## src/rtl/svdc_pkg.sv

```systemverilog
package svdc_pkg;

	// ************************************************************
	// clock and timing
	// ************************************************************
	localparam int CLK_MHZ            = 50;
	localparam int PRI_FALL_DELAY_US  = 500;
	localparam int SEC_STAB_US        = 500;
	localparam int POR_STAB_MS        = 4;
	// delay counts, exact at 50 MHz
	localparam int PRI_FALL_CYCLES    = PRI_FALL_DELAY_US * CLK_MHZ;
	localparam int SEC_STAB_CYCLES    = SEC_STAB_US * CLK_MHZ;
	localparam int POR_STAB_CYCLES    = POR_STAB_MS * 1000 * CLK_MHZ;
	localparam int RESET_PROC_CYCLES  = 16;

	// ************************************************************
	// boot option setting
	// ************************************************************
	localparam logic [19:0] OPTION_ADDR    = 20'h000c1;
	localparam int          PRI_LEVEL_W    = 3;
	localparam int          OPT_LEVEL_LSB  = 0;
	localparam int          OPT_MODE_BIT   = 3;
	localparam int          PRI_LEVEL_COUNT = 6;
	localparam logic        MODE_RESET     = 1'b1;
	localparam logic        MODE_IRQ       = 1'b0;

	// ************************************************************
	// register map (byte offsets)
	// ************************************************************
	localparam logic [11:0] DETECT_CTRL_OFS  = 12'h000;
	localparam logic [11:0] LEVEL_SELECT_OFS = 12'h004;
	localparam logic [11:0] FLAG_STATUS_OFS  = 12'h008;
	localparam logic [11:0] FLAG_CLEAR_OFS   = 12'h00c;

	// ************************************************************
	// field positions and reset values
	// ************************************************************
	localparam int          CTRL_UNLOCK_BIT    = 0;
	localparam int          LVL_CODE_LSB       = 0;
	localparam int          SEC_LEVEL_W        = 5;
	localparam int          LVL_MODE_BIT       = 6;
	localparam int          LVL_ENABLE_BIT     = 7;
	localparam logic [4:0]  SEC_LEVEL_COUNT    = 5'h12;
	localparam int          FLG_PRI_BIT        = 0;
	localparam int          FLG_SEC_BIT        = 1;
	localparam int          STS_PRI_OK_BIT     = 2;
	localparam int          STS_SEC_ACTIVE_BIT = 3;
	localparam int          STS_PRI_RSTMODE_BIT = 4;
	localparam logic        UNLOCK_RST         = 1'b0;
	localparam logic [4:0]  SEC_LEVEL_RST      = 5'h00;

	// ************************************************************
	// reset sequencer states
	// ************************************************************
	typedef enum logic [1:0]
	{
		ST_STAB        = 2'b00,
		ST_WAIT_SUPPLY = 2'b01,
		ST_PROC        = 2'b10,
		ST_RUN         = 2'b11
	} svdc_rst_state_t;

endpackage : svdc_pkg

```

## src/rtl/svdc_sync.sv

```systemverilog
`timescale 1ns/10ps
module svdc_sync
	import svdc_pkg::*;
#(
	parameter int WIDTH = 2
)
(
	// clock and reset
	input  wire logic             clk_in,
	input  wire logic             sys_rst_in,
	// asynchronous levels in, synchronised levels out
	input  wire logic [WIDTH-1:0] d_in,
	output logic      [WIDTH-1:0] q_out
);

	// ************************************************************
	// two flip-flops per bit
	// ************************************************************
	for (genvar i = 0; i < WIDTH; i++)
	begin : g_bit
		logic meta_reg;
		logic sync_reg;

		// first stage feeds only the second stage
		always_ff @(posedge clk_in)
		begin
			if (sys_rst_in)
			begin
				meta_reg <= 1'b0;
				sync_reg <= 1'b0;
			end
			else
			begin
				meta_reg <= d_in[i];
				sync_reg <= meta_reg;
			end
		end

		assign q_out[i] = sync_reg;
	end

endmodule : svdc_sync

```

## src/rtl/svdc_timer.sv

```systemverilog
`timescale 1ns/10ps
module svdc_timer
	import svdc_pkg::*;
#(
	parameter int CYCLES = RESET_PROC_CYCLES
)
(
	// clock and reset
	input  wire logic clk_in,
	input  wire logic sys_rst_in,
	// run level and elapsed indication
	input  wire logic run_in,
	output logic      done_out
);

	localparam int CW = $clog2(CYCLES + 1);

	logic [CW-1:0] count_reg;

	// counts while run is held, restarts when it drops, saturates at the end
	always_ff @(posedge clk_in)
	begin
		if (sys_rst_in)
			count_reg <= '0;
		else if (!run_in)
			count_reg <= '0;
		else if (count_reg != CW'(CYCLES))
			count_reg <= count_reg + 1'b1;
	end

	assign done_out = run_in & (count_reg == CW'(CYCLES));

endmodule : svdc_timer

```

## src/rtl/svdc_top.sv

```systemverilog
// Behaviour
// - primary mode and level from boot option
// - reset held until primary supply detected
// - reset mode: low supply asserts internal reset
// - interrupt mode: irq on each primary crossing
// - primary falling detection delayed 500 us
// - secondary detector off after every reset
// - level register writable only while unlocked
// - level rewrite accepted once per reset
// - secondary silent until 500 us stabilisation
// - secondary level code selects eighteen levels
// - secondary reset mode resets, clears level register
// - re-enabling below threshold cycles reset again
// - secondary irq: first low, then crossings
// - run only after stabilisation plus processing
// - no secondary event if supply already good
// - primary irq meaningless in forbidden pairing
// - detection flags set, cleared by clear bits
// - secondary reset forces primary into reset mode
//
// Design decisions made here: the register offsets and the APB interface to the registers.
`timescale 1ns/10ps
module svdc_top
	import svdc_pkg::*;
#(
	parameter int PRI_FALL_CYC = PRI_FALL_CYCLES,
	parameter int SEC_STAB_CYC = SEC_STAB_CYCLES,
	parameter int POR_STAB_CYC = POR_STAB_CYCLES
)
(
	// clock and reset
	input  wire logic        clk_in,
	input  wire logic        sys_rst_in,
	// boot option setting
	input  wire logic [7:0]  boot_option_in,
	// analog comparators, high while supply at or above threshold
	input  wire logic        pri_cmp_in,
	input  wire logic        sec_cmp_in,
	// apb slave
	input  wire logic        psel_in,
	input  wire logic        penable_in,
	input  wire logic        pwrite_in,
	input  wire logic [11:0] paddr_in,
	input  wire logic [31:0] pwdata_in,
	output logic      [31:0] prdata_out,
	output logic             pready_out,
	output logic             pslverr_out,
	// analog settings
	output logic      [2:0]  primary_level_out,
	output logic             secondary_enable_out,
	output logic      [4:0]  secondary_level_out,
	// reset and interrupt events
	output logic             internal_rst_out,
	output logic             low_voltage_irq_out,
	output logic             voltage_detect_irq_out
);

	// ************************************************************
	// declarations
	// ************************************************************
	svdc_rst_state_t  state_reg;
	logic [1:0]       cmp_sync;
	logic             pri_sync;
	logic             sec_sync;
	logic             pri_mode_reg;
	logic [2:0]       pri_level_reg;
	logic             pri_ok_reg;
	logic             pri_prev_reg;
	logic             pri_fall_done;
	logic             force_pri_rst_reg;
	logic             pri_rst_mode;
	logic             por_done;
	logic             proc_done;
	logic             soft_rst;
	logic             cpu_run;
	logic             unlock_reg;
	logic             sec_enable_reg;
	logic             sec_mode_reg;
	logic [4:0]       sec_code_reg;
	logic             written_once_reg;
	logic             sec_active;
	logic             sec_prev_reg;
	logic             sec_rst_req;
	logic             pri_irq;
	logic             sec_irq;
	logic             pri_flag_reg;
	logic             sec_flag_reg;
	logic             pri_irq_reg;
	logic             sec_irq_reg;
	logic             acc;
	logic             wr;
	logic             sel_ctrl;
	logic             sel_level;
	logic             sel_status;
	logic             sel_clear;
	logic             lvl_wr_ok;
	logic             clr_pri;
	logic             clr_sec;
	logic [31:0]      rdata;

	// ************************************************************
	// comparator synchronisers and timers
	// ************************************************************
	// both comparator levels cross into clk_in before any use
	svdc_sync #(.WIDTH(2)) u_sync
	(
		.clk_in     (clk_in),
		.sys_rst_in (sys_rst_in),
		.d_in       ({sec_cmp_in, pri_cmp_in}),
		.q_out      (cmp_sync)
	);

	assign pri_sync = cmp_sync[0];
	assign sec_sync = cmp_sync[1];

	// primary low level must persist before it counts
	svdc_timer #(.CYCLES(PRI_FALL_CYC)) u_fall_tmr
	(
		.clk_in     (clk_in),
		.sys_rst_in (sys_rst_in),
		.run_in     (pri_ok_reg & ~pri_sync),
		.done_out   (pri_fall_done)
	);

	// power-on stabilisation time
	svdc_timer #(.CYCLES(POR_STAB_CYC)) u_por_tmr
	(
		.clk_in     (clk_in),
		.sys_rst_in (sys_rst_in),
		.run_in     (state_reg == ST_STAB),
		.done_out   (por_done)
	);

	// reset processing time
	svdc_timer #(.CYCLES(RESET_PROC_CYCLES)) u_proc_tmr
	(
		.clk_in     (clk_in),
		.sys_rst_in (sys_rst_in),
		.run_in     (state_reg == ST_PROC),
		.done_out   (proc_done)
	);

	// secondary stabilisation after enable
	svdc_timer #(.CYCLES(SEC_STAB_CYC)) u_stab_tmr
	(
		.clk_in     (clk_in),
		.sys_rst_in (sys_rst_in),
		.run_in     (sec_enable_reg),
		.done_out   (sec_active)
	);

	// ************************************************************
	// primary detector
	// ************************************************************
	// boot option caught while the power-on wait runs
	always_ff @(posedge clk_in)
	begin
		if (sys_rst_in)
		begin
			pri_mode_reg  <= MODE_RESET;
			pri_level_reg <= '0;
		end
		else if (state_reg == ST_STAB)
		begin
			pri_mode_reg  <= boot_option_in[OPT_MODE_BIT];
			pri_level_reg <= boot_option_in[OPT_LEVEL_LSB +: PRI_LEVEL_W];
		end
	end

	// rise is taken at once, fall only after the delay
	always_ff @(posedge clk_in)
	begin
		if (sys_rst_in)
			pri_ok_reg <= 1'b0;
		else if (pri_sync)
			pri_ok_reg <= 1'b1;
		else if (pri_fall_done)
			pri_ok_reg <= 1'b0;
	end

	// previous filtered level for crossing detection
	always_ff @(posedge clk_in)
	begin
		if (sys_rst_in)
			pri_prev_reg <= 1'b0;
		else
			pri_prev_reg <= pri_ok_reg;
	end

	// a secondary reset leaves the primary in reset mode until power-on
	always_ff @(posedge clk_in)
	begin
		if (sys_rst_in)
			force_pri_rst_reg <= 1'b0;
		else if (sec_rst_req)
			force_pri_rst_reg <= 1'b1;
	end

	assign pri_rst_mode = (pri_mode_reg == MODE_RESET) | force_pri_rst_reg;
	// crossing reported in interrupt mode; in a forbidden pairing it may be noise
	assign pri_irq = cpu_run & ~pri_rst_mode & (pri_ok_reg != pri_prev_reg);

	// ************************************************************
	// reset sequencer
	// ************************************************************
	always_ff @(posedge clk_in)
	begin
		if (sys_rst_in)
			state_reg <= ST_STAB;
		else
		begin
			unique case (state_reg)
				ST_STAB:
					if (por_done)
						state_reg <= ST_WAIT_SUPPLY;
				ST_WAIT_SUPPLY:
					if (pri_ok_reg)
						state_reg <= ST_PROC;
				ST_PROC:
					if (!pri_ok_reg)
						state_reg <= ST_WAIT_SUPPLY;
					else if (proc_done)
						state_reg <= ST_RUN;
				ST_RUN:
					if ((pri_rst_mode & ~pri_ok_reg) | sec_rst_req)
						state_reg <= ST_WAIT_SUPPLY;
			endcase
		end
	end

	assign cpu_run          = (state_reg == ST_RUN);
	assign internal_rst_out = ~cpu_run;
	// any internal reset reinitialises the unlock bit, the level register and the flags
	assign soft_rst         = sys_rst_in | ~cpu_run;

	// ************************************************************
	// apb decode
	// ************************************************************
	assign acc         = psel_in & penable_in;
	assign wr          = acc & pwrite_in;
	assign sel_ctrl    = (paddr_in == DETECT_CTRL_OFS);
	assign sel_level   = (paddr_in == LEVEL_SELECT_OFS);
	assign sel_status  = (paddr_in == FLAG_STATUS_OFS);
	assign sel_clear   = (paddr_in == FLAG_CLEAR_OFS);
	assign pready_out  = 1'b1;
	assign pslverr_out = acc & ~(sel_ctrl | sel_level | sel_status | sel_clear);
	assign clr_pri     = wr & sel_clear & pwdata_in[FLG_PRI_BIT];
	assign clr_sec     = wr & sel_clear & pwdata_in[FLG_SEC_BIT];

	// level write needs unlock, an unused rewrite and a legal code
	assign lvl_wr_ok = wr & sel_level & unlock_reg & ~written_once_reg
		& (pwdata_in[LVL_CODE_LSB +: SEC_LEVEL_W] < SEC_LEVEL_COUNT);

	// ************************************************************
	// registers
	// ************************************************************
	// write-unlock bit
	always_ff @(posedge clk_in)
	begin
		if (soft_rst)
			unlock_reg <= UNLOCK_RST;
		else if (wr & sel_ctrl)
			unlock_reg <= pwdata_in[CTRL_UNLOCK_BIT];
	end

	// level select, cleared by every internal reset
	always_ff @(posedge clk_in)
	begin
		if (soft_rst)
		begin
			sec_enable_reg   <= 1'b0;
			sec_mode_reg     <= MODE_IRQ;
			sec_code_reg     <= SEC_LEVEL_RST;
			written_once_reg <= 1'b0;
		end
		else if (lvl_wr_ok)
		begin
			sec_enable_reg   <= pwdata_in[LVL_ENABLE_BIT];
			sec_mode_reg     <= pwdata_in[LVL_MODE_BIT];
			sec_code_reg     <= pwdata_in[LVL_CODE_LSB +: SEC_LEVEL_W];
			written_once_reg <= 1'b1;
		end
	end

	// ************************************************************
	// secondary detector
	// ************************************************************
	// assumed good at activation, so an initial low reports once
	always_ff @(posedge clk_in)
	begin
		if (soft_rst | ~sec_active)
			sec_prev_reg <= 1'b1;
		else
			sec_prev_reg <= sec_sync;
	end

	assign sec_irq     = cpu_run & sec_active & (sec_mode_reg == MODE_IRQ)
		& (sec_sync != sec_prev_reg);
	assign sec_rst_req = cpu_run & sec_active & (sec_mode_reg == MODE_RESET)
		& ~sec_sync;

	// ************************************************************
	// flags and interrupt pulses
	// ************************************************************
	// a set arriving with its clear wins
	always_ff @(posedge clk_in)
	begin
		if (soft_rst)
		begin
			pri_flag_reg <= 1'b0;
			sec_flag_reg <= 1'b0;
		end
		else
		begin
			pri_flag_reg <= pri_irq | (pri_flag_reg & ~clr_pri);
			sec_flag_reg <= sec_irq | (sec_flag_reg & ~clr_sec);
		end
	end

	// one-cycle registered request pulses
	always_ff @(posedge clk_in)
	begin
		if (sys_rst_in)
		begin
			pri_irq_reg <= 1'b0;
			sec_irq_reg <= 1'b0;
		end
		else
		begin
			pri_irq_reg <= pri_irq;
			sec_irq_reg <= sec_irq;
		end
	end

	// ************************************************************
	// read data
	// ************************************************************
	always_comb
	begin
		rdata = '0;
		if (sel_ctrl)
			rdata[CTRL_UNLOCK_BIT] = unlock_reg;
		if (sel_level)
		begin
			rdata[LVL_ENABLE_BIT] = sec_enable_reg;
			rdata[LVL_MODE_BIT]   = sec_mode_reg;
			rdata[LVL_CODE_LSB +: SEC_LEVEL_W] = sec_code_reg;
		end
		if (sel_status)
		begin
			rdata[FLG_PRI_BIT]         = pri_flag_reg;
			rdata[FLG_SEC_BIT]         = sec_flag_reg;
			rdata[STS_PRI_OK_BIT]      = pri_ok_reg;
			rdata[STS_SEC_ACTIVE_BIT]  = sec_active;
			rdata[STS_PRI_RSTMODE_BIT] = pri_rst_mode;
		end
	end

	// captured in the setup cycle, stable through the access phase
	always_ff @(posedge clk_in)
	begin
		if (sys_rst_in)
			prdata_out <= '0;
		else if (psel_in & ~penable_in & ~pwrite_in)
			prdata_out <= rdata;
	end

	assign primary_level_out      = pri_level_reg;
	assign secondary_enable_out   = sec_enable_reg;
	assign secondary_level_out    = sec_code_reg;
	assign low_voltage_irq_out    = pri_irq_reg;
	assign voltage_detect_irq_out = sec_irq_reg;

	// ************************************************************
	// assertions
	// ************************************************************
	a_stab_holds_rst: assert property (
		@(posedge clk_in) disable iff (sys_rst_in)
		(state_reg == ST_STAB) |-> internal_rst_out)
		else $error("reset released during power-on stabilisation");

	a_no_supply_rst: assert property (
		@(posedge clk_in) disable iff (sys_rst_in)
		(!pri_ok_reg && (pri_rst_mode || !cpu_run)) |=> internal_rst_out)
		else $error("reset released without primary supply");

	a_pri_low_rst: assert property (
		@(posedge clk_in) disable iff (sys_rst_in)
		(cpu_run && pri_rst_mode && !pri_ok_reg) |=> internal_rst_out)
		else $error("primary low in reset mode gave no reset");

	a_pri_cross_irq: assert property (
		@(posedge clk_in) disable iff (sys_rst_in)
		(cpu_run && !pri_rst_mode && $changed(pri_ok_reg)) |=> low_voltage_irq_out)
		else $error("primary crossing gave no interrupt");

	a_fall_delayed: assert property (
		@(posedge clk_in) disable iff (sys_rst_in)
		$fell(pri_ok_reg) |-> $past(pri_fall_done) && !$past(pri_sync))
		else $error("primary fall taken before the delay");

	a_sec_off_run: assert property (
		@(posedge clk_in) disable iff (sys_rst_in)
		$fell(internal_rst_out) |-> !sec_enable_reg && !written_once_reg)
		else $error("secondary enabled at reset exit");

	a_level_locked: assert property (
		@(posedge clk_in) disable iff (sys_rst_in)
		(cpu_run && !unlock_reg) ##1 cpu_run |-> $stable(sec_code_reg) && $stable(sec_enable_reg))
		else $error("level register changed while locked");

	a_one_rewrite: assert property (
		@(posedge clk_in) disable iff (sys_rst_in)
		(written_once_reg && cpu_run) ##1 cpu_run |-> $stable(sec_code_reg))
		else $error("second level rewrite accepted");

	a_sec_quiet: assert property (
		@(posedge clk_in) disable iff (sys_rst_in)
		!sec_active |-> !sec_irq && !sec_rst_req)
		else $error("secondary detection before stabilisation");

	a_code_range: assert property (
		@(posedge clk_in) disable iff (sys_rst_in)
		sec_code_reg < SEC_LEVEL_COUNT)
		else $error("secondary level code out of range");

	a_sec_rst_clear: assert property (
		@(posedge clk_in) disable iff (sys_rst_in)
		sec_rst_req |=> internal_rst_out ##1 !sec_enable_reg)
		else $error("secondary reset left detector enabled");

	a_flag_set: assert property (
		@(posedge clk_in) disable iff (sys_rst_in)
		(sec_irq && cpu_run) ##1 cpu_run |-> sec_flag_reg)
		else $error("secondary flag not set by event");

	a_force_mode: assert property (
		@(posedge clk_in) disable iff (sys_rst_in)
		sec_rst_req |=> pri_rst_mode)
		else $error("primary not forced to reset mode");

endmodule : svdc_top

```

## config.mk

```make
export PLATFORM = sky130hd
export DESIGN_NAME = svdc_top
export DESIGN_NICKNAME = d
export VERILOG_FILES = /design/src/rtl/svdc_pkg.sv /design/src/rtl/svdc_sync.sv /design/src/rtl/svdc_timer.sv /design/src/rtl/svdc_top.sv
export SDC_FILE = /design/constraint.sdc
export NUM_CORES = 1
export LEC_CHECK = 0
export BUFFER_PORTS_ARGS = -buffer_cell sky130_fd_sc_hd__buf_2
export CAP_MARGIN = 10
export CORE_MARGIN = 2
export CORE_UTILIZATION = 43
export DETAILED_ROUTE_END_ITERATION = 12
export PLACE_DENSITY = 0.66
export SYNTH_ARGS = -nofsm -noshare
export SYNTH_HDL_FRONTEND = slang
export SYNTH_HIERARCHICAL = 1
export SYNTH_SLANG_ARGS = --single-unit
```

## constraint.sdc

```tcl
create_clock -name clk_in -period 3.3 [get_ports clk_in]
set_input_delay 0.66 -clock clk_in [delete_from_list [all_inputs] [get_ports clk_in]]
set_output_delay 0.66 -clock clk_in [all_outputs]
set_load 0.005 [all_outputs]
```

* After elaboration in Yosys (flattened, before gate mapping) *
Index checks and enable logic that the tools add are counted.

operators by class
  reductions and logical operators = 8
  bitwise logic cells = 54
  mux-type cells = 12
  $add $sub $neg = 4
  magnitude comparators = 1
  eq/ne operators = 20

operators with widths
  operator                                                           number
  15-bit by 1-bit adder with 15-bit output (second input constant)   2
  15-bit == test (second input constant)                             2
  15-bit inequality test (second input constant)                     2
  1-bit AND                                                          28
  12-bit by 4-bit == test with 1-bit output (second input constant)  2
  18-bit by 1-bit adder with 18-bit output (second input constant)   1
  18-bit == test (second input constant)                             1
  18-bit inequality test (second input constant)                     1
  1-bit inverter                                                     17
  12-bit by 3-bit == test with 1-bit output (second input constant)  1
  12-bit zero test                                                   1
  2-bit 2-to-1 mux                                                   6
  5-bit 2-to-1 mux                                                   2
  1-bit OR                                                           9
  2-bit case mux with 4 select lines                                 1
  2-bit OR reduction                                                 4
  5-bit by 1-bit adder with 5-bit output (second input constant)     1
  5-bit == test (second input constant)                              1
  5-bit less-than comparator (second input constant)                 1
  5-bit inequality test (second input constant)                      1
  2-bit == test (second input constant)                              2
  2-bit inequality test (second input constant)                      2
  4-bit AND reduction                                                1
  1-bit 2-to-1 mux                                                   3
  6 further kinds                                                    7

storage, ports and cells
  logic and storage cells = 124
  output and inout bits = 46
  register bits after elaboration = 87

* Depth between registers and ports, before layout *
Gate-level depths: netlist (run 1).

  depth in word-level cells = 8
  gate-level depth with buffers = 10
  gate-level depth less buffers = 9

* Modules after synthesis *
The synthesis (run 1) kept the hierarchy.

by module, submodules not included
  module                        cells an instance  area an instance (um^2)  instances  sequential area each (um^2)
  svdc_top                      188                1651.6                   1          600.6
  svdc_timer at u_fall_tmr ...  88                 774.5                    2          300.3
  svdc_timer at u_por_tmr       103                883.3                    1          360.3
  svdc_timer at u_proc_tmr      25                 242.7                    1          100.1
  svdc_sync                     10                 120.1                    1          80.1

* Worst setup path before layout (run 1) *
Ideal clock, no wire load.

  path type = in2out
  start point = input port paddr_in[7]
  end point = output port pslverr_out
  cell stages on the path = 3
  data arrival time = 1876 ps
  slack = 764 ps
  required time = 2640 ps
  buffers on the path = 0
  cells stage by stage = or4_4 -> or3_4 -> and3_1

on the way
  word-level cells in the longest chain between the ends = 6
  elaborated cells between the ends (all ways) = 9

RTL lines
  item                                                                           RTL line                          RTL
  start, declared                                                                svdc_top.sv:43                    input wire logic [11:0] paddr_in,
  12-bit by 3-bit == test with 1-bit output or 12-bit zero test (tied branches)  svdc_top.sv:242, svdc_top.sv:241
  1-bit OR (2 in a row)                                                          svdc_top.sv:246                   assign pslverr_out = acc & ~(sel_ctrl | sel_level | sel_status | sel_clear);
  1-bit OR (*)                                                                   svdc_top.sv:246
  1-bit inverter (*)                                                             svdc_top.sv:246
  1-bit AND (*)                                                                  svdc_top.sv:246
  end, declared                                                                  svdc_top.sv:47                    output logic pslverr_out,

Every way passes the cells marked *; elsewhere a longest branch is shown, timed or not.

* Worst setup path in the final report (run 1) *
Same ends and word-level chain as after synthesis.

==> results.json, run 1 <==
{
  "startpoint_type": "input port",
  "initial_core_util": 0.437,
  "reg2reg_slack_ns": 0.60,
  "overflow": 0,
  "area_growth_pct": 10.4,
  "insertion_delay_ns": 0.36,
  "power_density_nw_per_um2": 432,
  "antenna_found_initial": 0,
  "first_global_vias": 3102,
  "numClockSinks": 87,
  "synth_ff_type": "dfxtp_1",
  "worst_pin_slew_ns": 0.842,
  "die_height_um": 106,
  "synth_area_leaders": "dfxtp_1 39%, buf_4 4.7%, mux2i_1 4.1%",
  "grt_start_max_net_pins": 18,
  "cts_buffers": 9,
  "synth_cells": 502,
  "cap_violations": 0,
  "cts.reportedPaths.clkPinSlew_ns": 0.08,
  "cp.required_ns": 2.64,
  "portBuffers": 49,
  "grt_pass1_wl_um": 14100,
  "slew_headroom": 0.437,
  "rsz0062_at_grt": "no",
  "yosysWarnings": 6,
  "first_pass_iters": 4,
  "vias": 3556,
  "cts_tree": "done",
  "async_reset_ff_frac": 0,
  "dp_hpwl_um": 6030,
  "place.gp.congestion": 0.812,
  "setup_tns_ns": 0,
  "largest_reg_flops": 18,
  "maxSlewViolCount": 0,
  "syn_area_sq_um": 4450,
  "setup_viol": 0,
  "worstPathMaxFanout": 5,
  "utilization": 0.482,
  "drc": 0,
  "clock_skew_ns": 0.0138,
  "synth.distinct_cells": 58,
  "hp-class": "reg -> reg",
  "drt_iter0_markers": 139,
  "synth_edf_count": 0,
  "postCtsResizedCells": 0,
  "outcome": "finished, final reports clean",
  "dieArea_sq_um": 11200,
  "cts_setup_buffers": 0,
  "crit_type": "in -> out",
  "synth_top_area_cell": "dfxtp_1",
  "ctsLongestPathBuffers": 2,
  "ir_worst_vdd_uv": 255,
  "hold_slack_ns": 0.448,
  "drive_gt1_frac": 0.157,
  "die_w_um": 106,
  "yosysSeqAreaShare": 0.392,
  "drt-total-wl_um": 8460,
  "final.min_clock_period_ns": 2.79,
  "crit_path_end_kind": "primary output",
  "grtUsageTotal": 0.154,
  "drtAntennaViolNets": 0,
  "min_period_over_period": 0.845,
  "avgSynthCellArea_sq_um": 8.86,
  "p_total_mw": 2.12,
  "critical_path_arrival_ns": 2.13,
  "power.leakage_nw": 1.72,
  "yosysTopAreaCellShare": 0.392,
  "ioPinCount": 105,
  "htreeDepth": 3,
  "wl_per_cell_um": 12.4,
  "root_buffer": "clkbuf_8",
  "cts.hold.buffers_added": 0,
  "coreArea_sq_um": 10200,
  "fmax_mhz": 359,
  "fp-row-count": 37,
  "finalHoldViolations": 0,
  "synth-seq-cells": 87,
  "via_per_inst": 5.20,
  "finalNetCount": 615,
  "antenna_cells": 0
}
## cells by family (layout without fill, tap and decap cells)
group                      after synthesis  count (layout)  share of synthesized area
buffers and inverters                   66              88                     0.0793
other                                    2              26                    0.00169
adders and majority gates               12              12                     0.0338
muxes                                   19              19                     0.0430
and+or+nand+nor                        221             221                      0.308
AOI/OAI and AO/OA                       74              74                      0.102
DFF                                     87              87                      0.392
xor gates and xnor gates                21              21                     0.0414
## where the power goes
part | internal [mW] | switching (mW)
Clock | 0.444 | 0.369
Combinational | 0.0924 | 0.120
Sequential | 1.08 | 0.0230
Total | 1.61 | 0.511
## synth_stat cells, types with 12 or more instances
master and number:
nand2b_1 16, clkbuf_1 14, dfxtp_1 87, nand2_1 36
a21oi_1 29, inv_1 22, nor2_1 36, mux2i_1 18
nand3_1 27, buf_4 28, ha_1 12, xnor2_1 12
nor2b_1 12
## path summary, 6_finish.rpt
check / start / end / cells after the start
hold reg to reg: u_sync/g_bit[1].meta_reg / u_sync/g_bit[1].sync_reg / 1
setup / recovery: paddr_in[7] / pslverr_out / 5
hold / removal: u_sync/g_bit[1].meta_reg / u_sync/g_bit[1].sync_reg / 1
setup reg to reg: u_stab_tmr/count_reg[0] / state_reg[0] / 9
## placed cells by master (no fill, tap or decap), drive strengths merged, types with 4 or more instances in the layout
cell type	netlist	layout
a21oi	29	29
a221oi	4	4
and2	6	6
buf	30	51
clkbuf	14	12
conb	2	26
dfxtp	87	87
ha	12	12
inv	22	22
mux2i	18	18
nand2	36	36
nand2b	16	16
nand3	28	28
nand3b	6	6
nand4	10	10
nor2	36	36
nor2b	12	12
nor3	11	11
nor4	15	15
o21a	4	4
o21ai	14	14
o22ai	4	4
o31ai	9	9
or3	6	6
or4	14	14
or4bb	4	4
xnor2	12	12
xor2	9	9
## critical path: stages
cell and delay, ns:
buf_2 0.10, or4_4 0.59, or3_4 0.45, and3_1 0.20, buf_2 0.12
## per-layer routing
metal	GRT usage	wire, um	part of all wire	vias to the layer above
li1	-	-	-	1815
met1	0.205	4100	0.48	1654
met2	0.241	3850	0.45	77
met3	0.0346	377	0.045	10
met4	0.0648	134	0.016	0
met5	0	0	0	-
## layout make-up
cell class	instances	area [sq um]
Timing Repair Buffer	51	260
Clock buffer	12	145
Clock inverter	3	67.6
Inverter	22	82.6
Tap cell	136	170
Fill cell	997	5280
Sequential cell	87	1740
Multi-Input combinational cell	373	2440
## per-stage QoR
step / std cells / cell area [sq um] / setup WS, ns
final: 684 / 4910 / 0.512
after global routing: 684 / 4910 / 0.417
after CTS: 684 / 4910 / 0.510
after detailed placement: 669 / 4700 / 0.510
after global placement: 669 / 4700 / 0.539
after floorplan: 526 / 4540 / 0.764
No activity file was read; power rests on OpenSTA's default activity.
==> run 2: changes to the inputs <==
ABC_AREA = 1   (was default)
PLACE_DENSITY = 0.68   (was 0.66)
clock period = 2.4 ns   (was 3.3 ns; I/O delays follow)
==> run 2 against run 1 <==
  * Global-route usage is 1.2 points higher
  * Routed wire length rose by 18%
  * Cell count grew 36%
  * Largest cell class unchanged
  * Via count is 23% higher
==> results.json, run 2 <==
{
  "cts_tree": "done",
  "via_per_inst": 4.71,
  "yosysWarnings": 6,
  "root_buffer": "clkbuf_16",
  "final_cell_mix": "150 x nor2_1, 138 x nand2_1, 105 x inv_1, 87 x dfxtp_1, 53 x nand3_1",
  "ctsLongestPathBuffers": 2,
  "portBuffers": 49,
  "power.leakage_nw": 2.23,
  "clkPwrFrac": 0.454,
  "yosysTopAreaCellShare": 0.358,
  "p_switching_mw": 0.711,
  "fp-row-count": 38,
  "drt-total-wl_um": 10000,
  "min_period_over_period": 0.821,
  "numClockSinks": 87,
  "overflow": 0,
  "drt_iter0_markers": 242,
  "placed_cells": 915,
  "reg2reg_slack_ns": 0.43,
  "wl_per_cell_um": 10.7,
  "area_growth_pct": 11.5,
  "layout_commonest_cell": "nor2_1",
  "worstPathMaxFanout": 14,
  "initial_core_util": 0.445,
  "grt_pass1_wl_um": 17200,
  "synthMostInstantiatedCell": "nor2_1",
  "hp-class": "in -> reg",
  "first_global_vias": 3876,
  "power_density_nw_per_um2": 570,
  "yosysSeqAreaShare": 0.358,
  "finalNetCount": 857,
  "syn_area_sq_um": 4870,
  "drc": 0,
  "outcome": "finished, final reports clean",
  "vias": 4386,
  "cts_buffers": 9,
  "synth_top_area_cell": "dfxtp_1",
  "antenna_found_initial": 0,
  "coreArea_sq_um": 10900,
  "dp_hpwl_um": 7500,
  "crit_path_end_kind": "flip-flop",
  "startpoint_type": "flip-flop",
  "antenna_cells": 0,
  "ioPinCount": 105,
  "min_path_cells": 3,
  "dieArea_sq_um": 12200,
  "r2r-end": "u_por_tmr/count_reg[10]",
  "async_reset_ff_frac": 0,
  "synth.distinct_cells": 36,
  "r2r_cells": 6,
  "final.min_clock_period_ns": 1.97,
  "synth_cells": 734,
  "synth_area_leaders": "dfxtp_1 36%, nor2_1 12%, nand2_1 11%",
  "intPower_mw": 2.38,
  "worst_pin_slew_ns": 0.845,
  "fin_cells": 931,
  "fmax_mhz": 507,
  "r2r_start": "state_reg[0]",
  "rsz0062_at_grt": "no",
  "synth.cells.most_frequent": "150 x nor2_1, 138 x nand2_1, 105 x inv_1, 87 x dfxtp_1, 53 x nand3_1",
  "cts_setup_buffers": 0,
  "finalHoldViolations": 0,
  "insertion_delay_ns": 0.34,
  "combinationalPowerShare": 0.062,
  "cp.required_ns": 2.67,
  "cap_violations": 0,
  "die_height_um": 110,
  "crit_type": "reg -> reg",
  "netSwitchingFraction": 0.230,
  "synth_ff_type": "dfxtp_1",
  "postCtsResizedCells": 0,
  "synth-seq-cells": 87,
  "htreeDepth": 3,
  "critical_path_arrival_ns": 2.24,
  "grtUsageTotal": 0.166,
  "pwr-share-seq": 0.484,
  "hold_path_end": "primary_level_out[1]",
  "min_from": "boot_option_in[1]",
  "maxSlewViolCount": 0,
  "grt_start_max_net_pins": 20,
  "nFillCells": 1116,
  "setup_tns_ns": 0,
  "drtAntennaViolNets": 0,
  "die_w_um": 110,
  "setup_viol": 0,
  "synth_edf_count": 0,
  "drive_gt1_frac": 0.125,
  "cts.reportedPaths.clkPinSlew_ns": 0.07,
  "cts.hold.buffers_added": 0,
  "largest_reg_flops": 18,
  "clock_skew_ns": 0.00944,
  "first_pass_iters": 4,
  "slew_headroom": 0.434,
  "avgSynthCellArea_sq_um": 6.63,
  "ir_worst_vdd_uv": 333,
  "place.gp.congestion": 0.863
}
-- run 2: cell count changes in the layout (fill, tap and decap cells not counted), moves of 16 or more --
cell      before  now
nor2_1        36  150
nand2_1       36  138
inv_1         22  105
nand3_1       27   53
o21ai_0        5   26
mux2i_1       18    0
nand2b_1      16    0
-- run 2: power by group through the flow --
stage	Combinational (mW)	Sequential (mW)	Clock (mW)
6_report	0.193	1.50	1.40
5_1_grt	0.223	1.50	1.49
3_5_place_dp	0.193	1.53	0
4_1_cts	0.194	1.50	1.45
2_1_floorplan	0.162	1.52	0
3_3_place_gp	0.193	1.53	0
-- run 2: cell type report --
cell class	instances	area, sq um	share of cell area
timing repair buffer	51	260	0.0479
multi-input combinational	529	2540	0.469
sequential	87	1740	0.321
clock buffer	11	243	0.0447
clock inverter	5	56.3	0.0104
inverter	108	408	0.0751
tap	140	175	0.0323
-- run 2: cells by family after synthesis --
kind of cell               count (synthesis)  share of synthesized area
and+or+nand+nor                          401                      0.372
buffers and inverters                    142                      0.138
DFF                                       87                      0.358
AOI/OAI and AO/OA                         85                     0.0912
adders and majority gates                 12                     0.0308
xor gates and xnor gates                   5                    0.00899
other                                      2                    0.00154
-- run 2: metrics by stage --
| step | total power [mW] | instance area [sq um] | setup WS [ns] | hold WS (ns) | utilization |
|---|---|---|---|---|---|
| finish | 3.09 | 5430 | 0.429 | 0.363 | 0.496 |
| global route | 3.22 | 5430 | 0.179 | 0.365 | 0.496 |
| CTS | 3.14 | 5430 | 0.374 | 0.350 | 0.496 |
| detailed placement | 1.72 | 5130 | 0.372 | 0.400 | 0.469 |
| global placement | 1.72 | 5130 | 0.433 | 0.398 | 0.469 |
| floorplan | 1.69 | 4960 | 0.773 | 0.388 | - |
-- run 2: per-layer routing --
| layer | up-vias | routed length (um) | GRT usage |
|---|---|---|---|
| li1 | 2372 | - | - |
| met1 | 1901 | 5050 | 0.216 |
| met2 | 107 | 4360 | 0.269 |
| met3 | 6 | 516 | 0.0445 |
| met4 | 0 | 76 | 0.0500 |
| met5 | - | 0 | 0 |
-- run 2: worst max path at each step --
| stage | start | endpoint | depth (start not counted) |
|---|---|---|---|
| floorplan | u_stab_tmr/count_reg[0] | state_reg[0] | 13 |
| global placement | state_reg[1] | u_por_tmr/count_reg[10] | 6 |
| detailed placement | state_reg[0] | u_por_tmr/count_reg[10] | 6 |
| CTS | state_reg[0] | u_por_tmr/count_reg[10] | 6 |
| global route | state_reg[0] | u_por_tmr/count_reg[16] | 6 |
| finish | state_reg[0] | u_por_tmr/count_reg[10] | 6 |
-- run 2: worst max-delay path, cell delays in order, from the launching register on --
cell	delay (ns)
dfxtp_1	0.35
inv_1	0.09
ha_1	0.28
inv_1	0.09
nor2_1	0.65
inv_1	0.26
a21oi_1	0.18
==> run 3: changes to the inputs <==
PLACE_DENSITY = 0.65   (was 0.68)
clock period = 1.85 ns   (was 2.4 ns; I/O delays follow)
==> run 3 against run 2 <==
  * Sequential power grew 29%
  * Critical path type unchanged
  * Count of clock-buffer cells in the layout is the same
  * Hold slack worse by 0.12 ns
  * Highest routed layer unchanged
  * Cell count rose by 1.4%
  * Total power is 29% higher
==> results.json, run 3 (synthesis gave the netlist of run 2 again) <==
{
  "crit_path_end_kind": "flip-flop",
  "first_pass_iters": 5,
  "grt_start_max_net_pins": 16,
  "initial_core_util": 0.445,
  "setup_viol": 0,
  "coreArea_sq_um": 10900,
  "critPathMostFrequentCell": "nand2_1",
  "worst-path-buf-inv": 2,
  "dp_hpwl_um": 7850,
  "first_global_vias": 4177,
  "cp_top_family": "simple AND/OR/NAND/NOR gates",
  "place.gp.congestion": 0.912,
  "ioPinCount": 105,
  "die_height_um": 110,
  "utilization": 0.508,
  "critical_path_arrival_ns": 1.91,
  "path_cells": "inv_2 -> ha_4 -> nand4_1 -> nor2_1 -> nand3_1 -> nor2_2 -> nand4_1 -> nand3_1 -> nand2_1 -> inv_2 -> nand2_1 -> nand2_1 -> a21oi_2",
  "finalHoldViolations": 0,
  "wl_per_cell_um": 11.0,
  "die_w_um": 110,
  "fmax_mhz": 602,
  "cts_tree": "done",
  "cap_violations": 0,
  "crit_type": "reg -> reg",
  "power_density_nw_per_um2": 718,
  "placed_cells": 925,
  "layout_commonest_cell": "nor2_1",
  "drt-total-wl_um": 10400,
  "drc": 0,
  "netSwitchingFraction": 0.246,
  "min_period_over_period": 0.898,
  "clkPwrFrac": 0.448,
  "combinationalPowerShare": 0.065,
  "worstPathMaxFanout": 4,
  "fin_cells": 944,
  "antenna_found_initial": 0,
  "dieArea_sq_um": 12200,
  "cts.reportedPaths.clkPinSlew_ns": 0.07,
  "outcome": "finished, final reports clean",
  "numClockSinks": 87,
  "drtAntennaViolNets": 0,
  "worst_pin_slew_ns": 0.817,
  "cp.required_ns": 2.10,
  "final_cell_mix": "148 x nor2_1, 138 x nand2_1, 102 x inv_1, 84 x dfxtp_1, 53 x nand3_1",
  "antenna_cells": 0,
  "finalNetCount": 870,
  "startpoint_type": "flip-flop",
  "slew_headroom": 0.453,
  "critical_path.slowest_cell": "dfxtp_2",
  "grt_pass1_wl_um": 18100,
  "hp-class": "in -> reg",
  "maxSlewViolCount": 0,
  "grtUsageTotal": 0.177,
  "power.leakage_nw": 2.29,
  "hold_slack_ns": 0.238,
  "drt_iter0_markers": 212,
  "multi_input_area_sq_um": 2570,
  "htreeDepth": 3,
  "via_per_inst": 4.78,
  "vias": 4509,
  "final.min_clock_period_ns": 1.66,
  "intPower_mw": 3.01,
  "insertion_delay_ns": 0.35,
  "place_ws_ns": 0.0758,
  "seqCellArea_sq_um": 1750,
  "setup_tns_ns": 0,
  "pwr-share-seq": 0.487,
  "ctsLongestPathBuffers": 2,
  "clock_skew_ns": 0.00716,
  "overflow": 0,
  "nFillCells": 1103,
  "area_growth_pct": 14.0,
  "root_buffer": "clkbuf_16",
  "portBuffers": 49,
  "cts_buffers": 9,
  "fp-row-count": 38,
  "drive_gt1_frac": 0.154,
  "largest_reg_flops": 18,
  "cts.hold.buffers_added": 0,
  "p_switching_mw": 0.979,
  "cpPeakStageDelay_ns": 0.33,
  "rsz0062_at_grt": "no",
  "setup_slack_ns": 0.189,
  "ir_worst_vdd_uv": 461
}
-- run 3: cell count changes in the layout (fill, tap and decap cells not counted), sizes merged --
cell,previous run,this run
clkinvlp,1,2
bufinv,1,0
buf,51,64
-- run 3: final timing paths --
kind	from	end	slack, ns	cells past startpoint
setup / recovery	u_stab_tmr/count_reg[0]	state_reg[1]	0.19	13
hold / removal	sec_cmp_in	u_sync/g_bit[1].meta_reg	0.24	3
setup reg to reg	u_stab_tmr/count_reg[0]	state_reg[1]	0.19	13
hold reg to reg	u_sync/g_bit[0].meta_reg	u_sync/g_bit[0].sync_reg	0.40	2
-- run 3: power groups by stage --
| stage | clock network, mW | logic, mW | registers (mW) |
|---|---|---|---|
| after global routing | 1.90 | 0.302 | 1.95 |
| after floorplan | 0 | 0.211 | 1.98 |
| after detailed placement | 0 | 0.262 | 1.98 |
| final | 1.78 | 0.261 | 1.94 |
| after global placement | 0 | 0.254 | 1.98 |
| after CTS | 1.82 | 0.263 | 1.94 |
-- run 3: metrics by stage --
step / power [mW] / cell area [sq um]
floorplan: 2.19 / 4960
global placement: 2.23 / 5200
detailed placement: 2.24 / 5200
CTS: 4.02 / 5500
global route: 4.15 / 5550
finish: 3.98 / 5550
-- run 3: repair_timing --
item                       in CTS  in global routing
setup endpoints to repair       0                  2
resized for setup               0                 12
buffers inserted                0                  3
-- run 3: tightest hold or removal path, cell delays in order --
cell	delay [ns]
buf_2	0.07
inv_1	0.04
nor2_1	0.07
-- run 3: layer usage --
metal	part of all wire	up-vias	track usage	wire length (um)
met1	0.48	1970	0.214	4960
met5	0	-	0	0
met2	0.44	124	0.294	4610
li1	-	2397	-	-
met3	0.058	18	0.0527	599
met4	0.023	0	0.0700	235
-- run 3: final cells by class --
type,instances,area share
flip-flops and latches,87,0.314
inverters,108,0.0735
clock inverters,5,0.00744
multi-input cells,529,0.463
clock buffers,11,0.0455
well taps,140,0.0316
repair buffers,64,0.0645
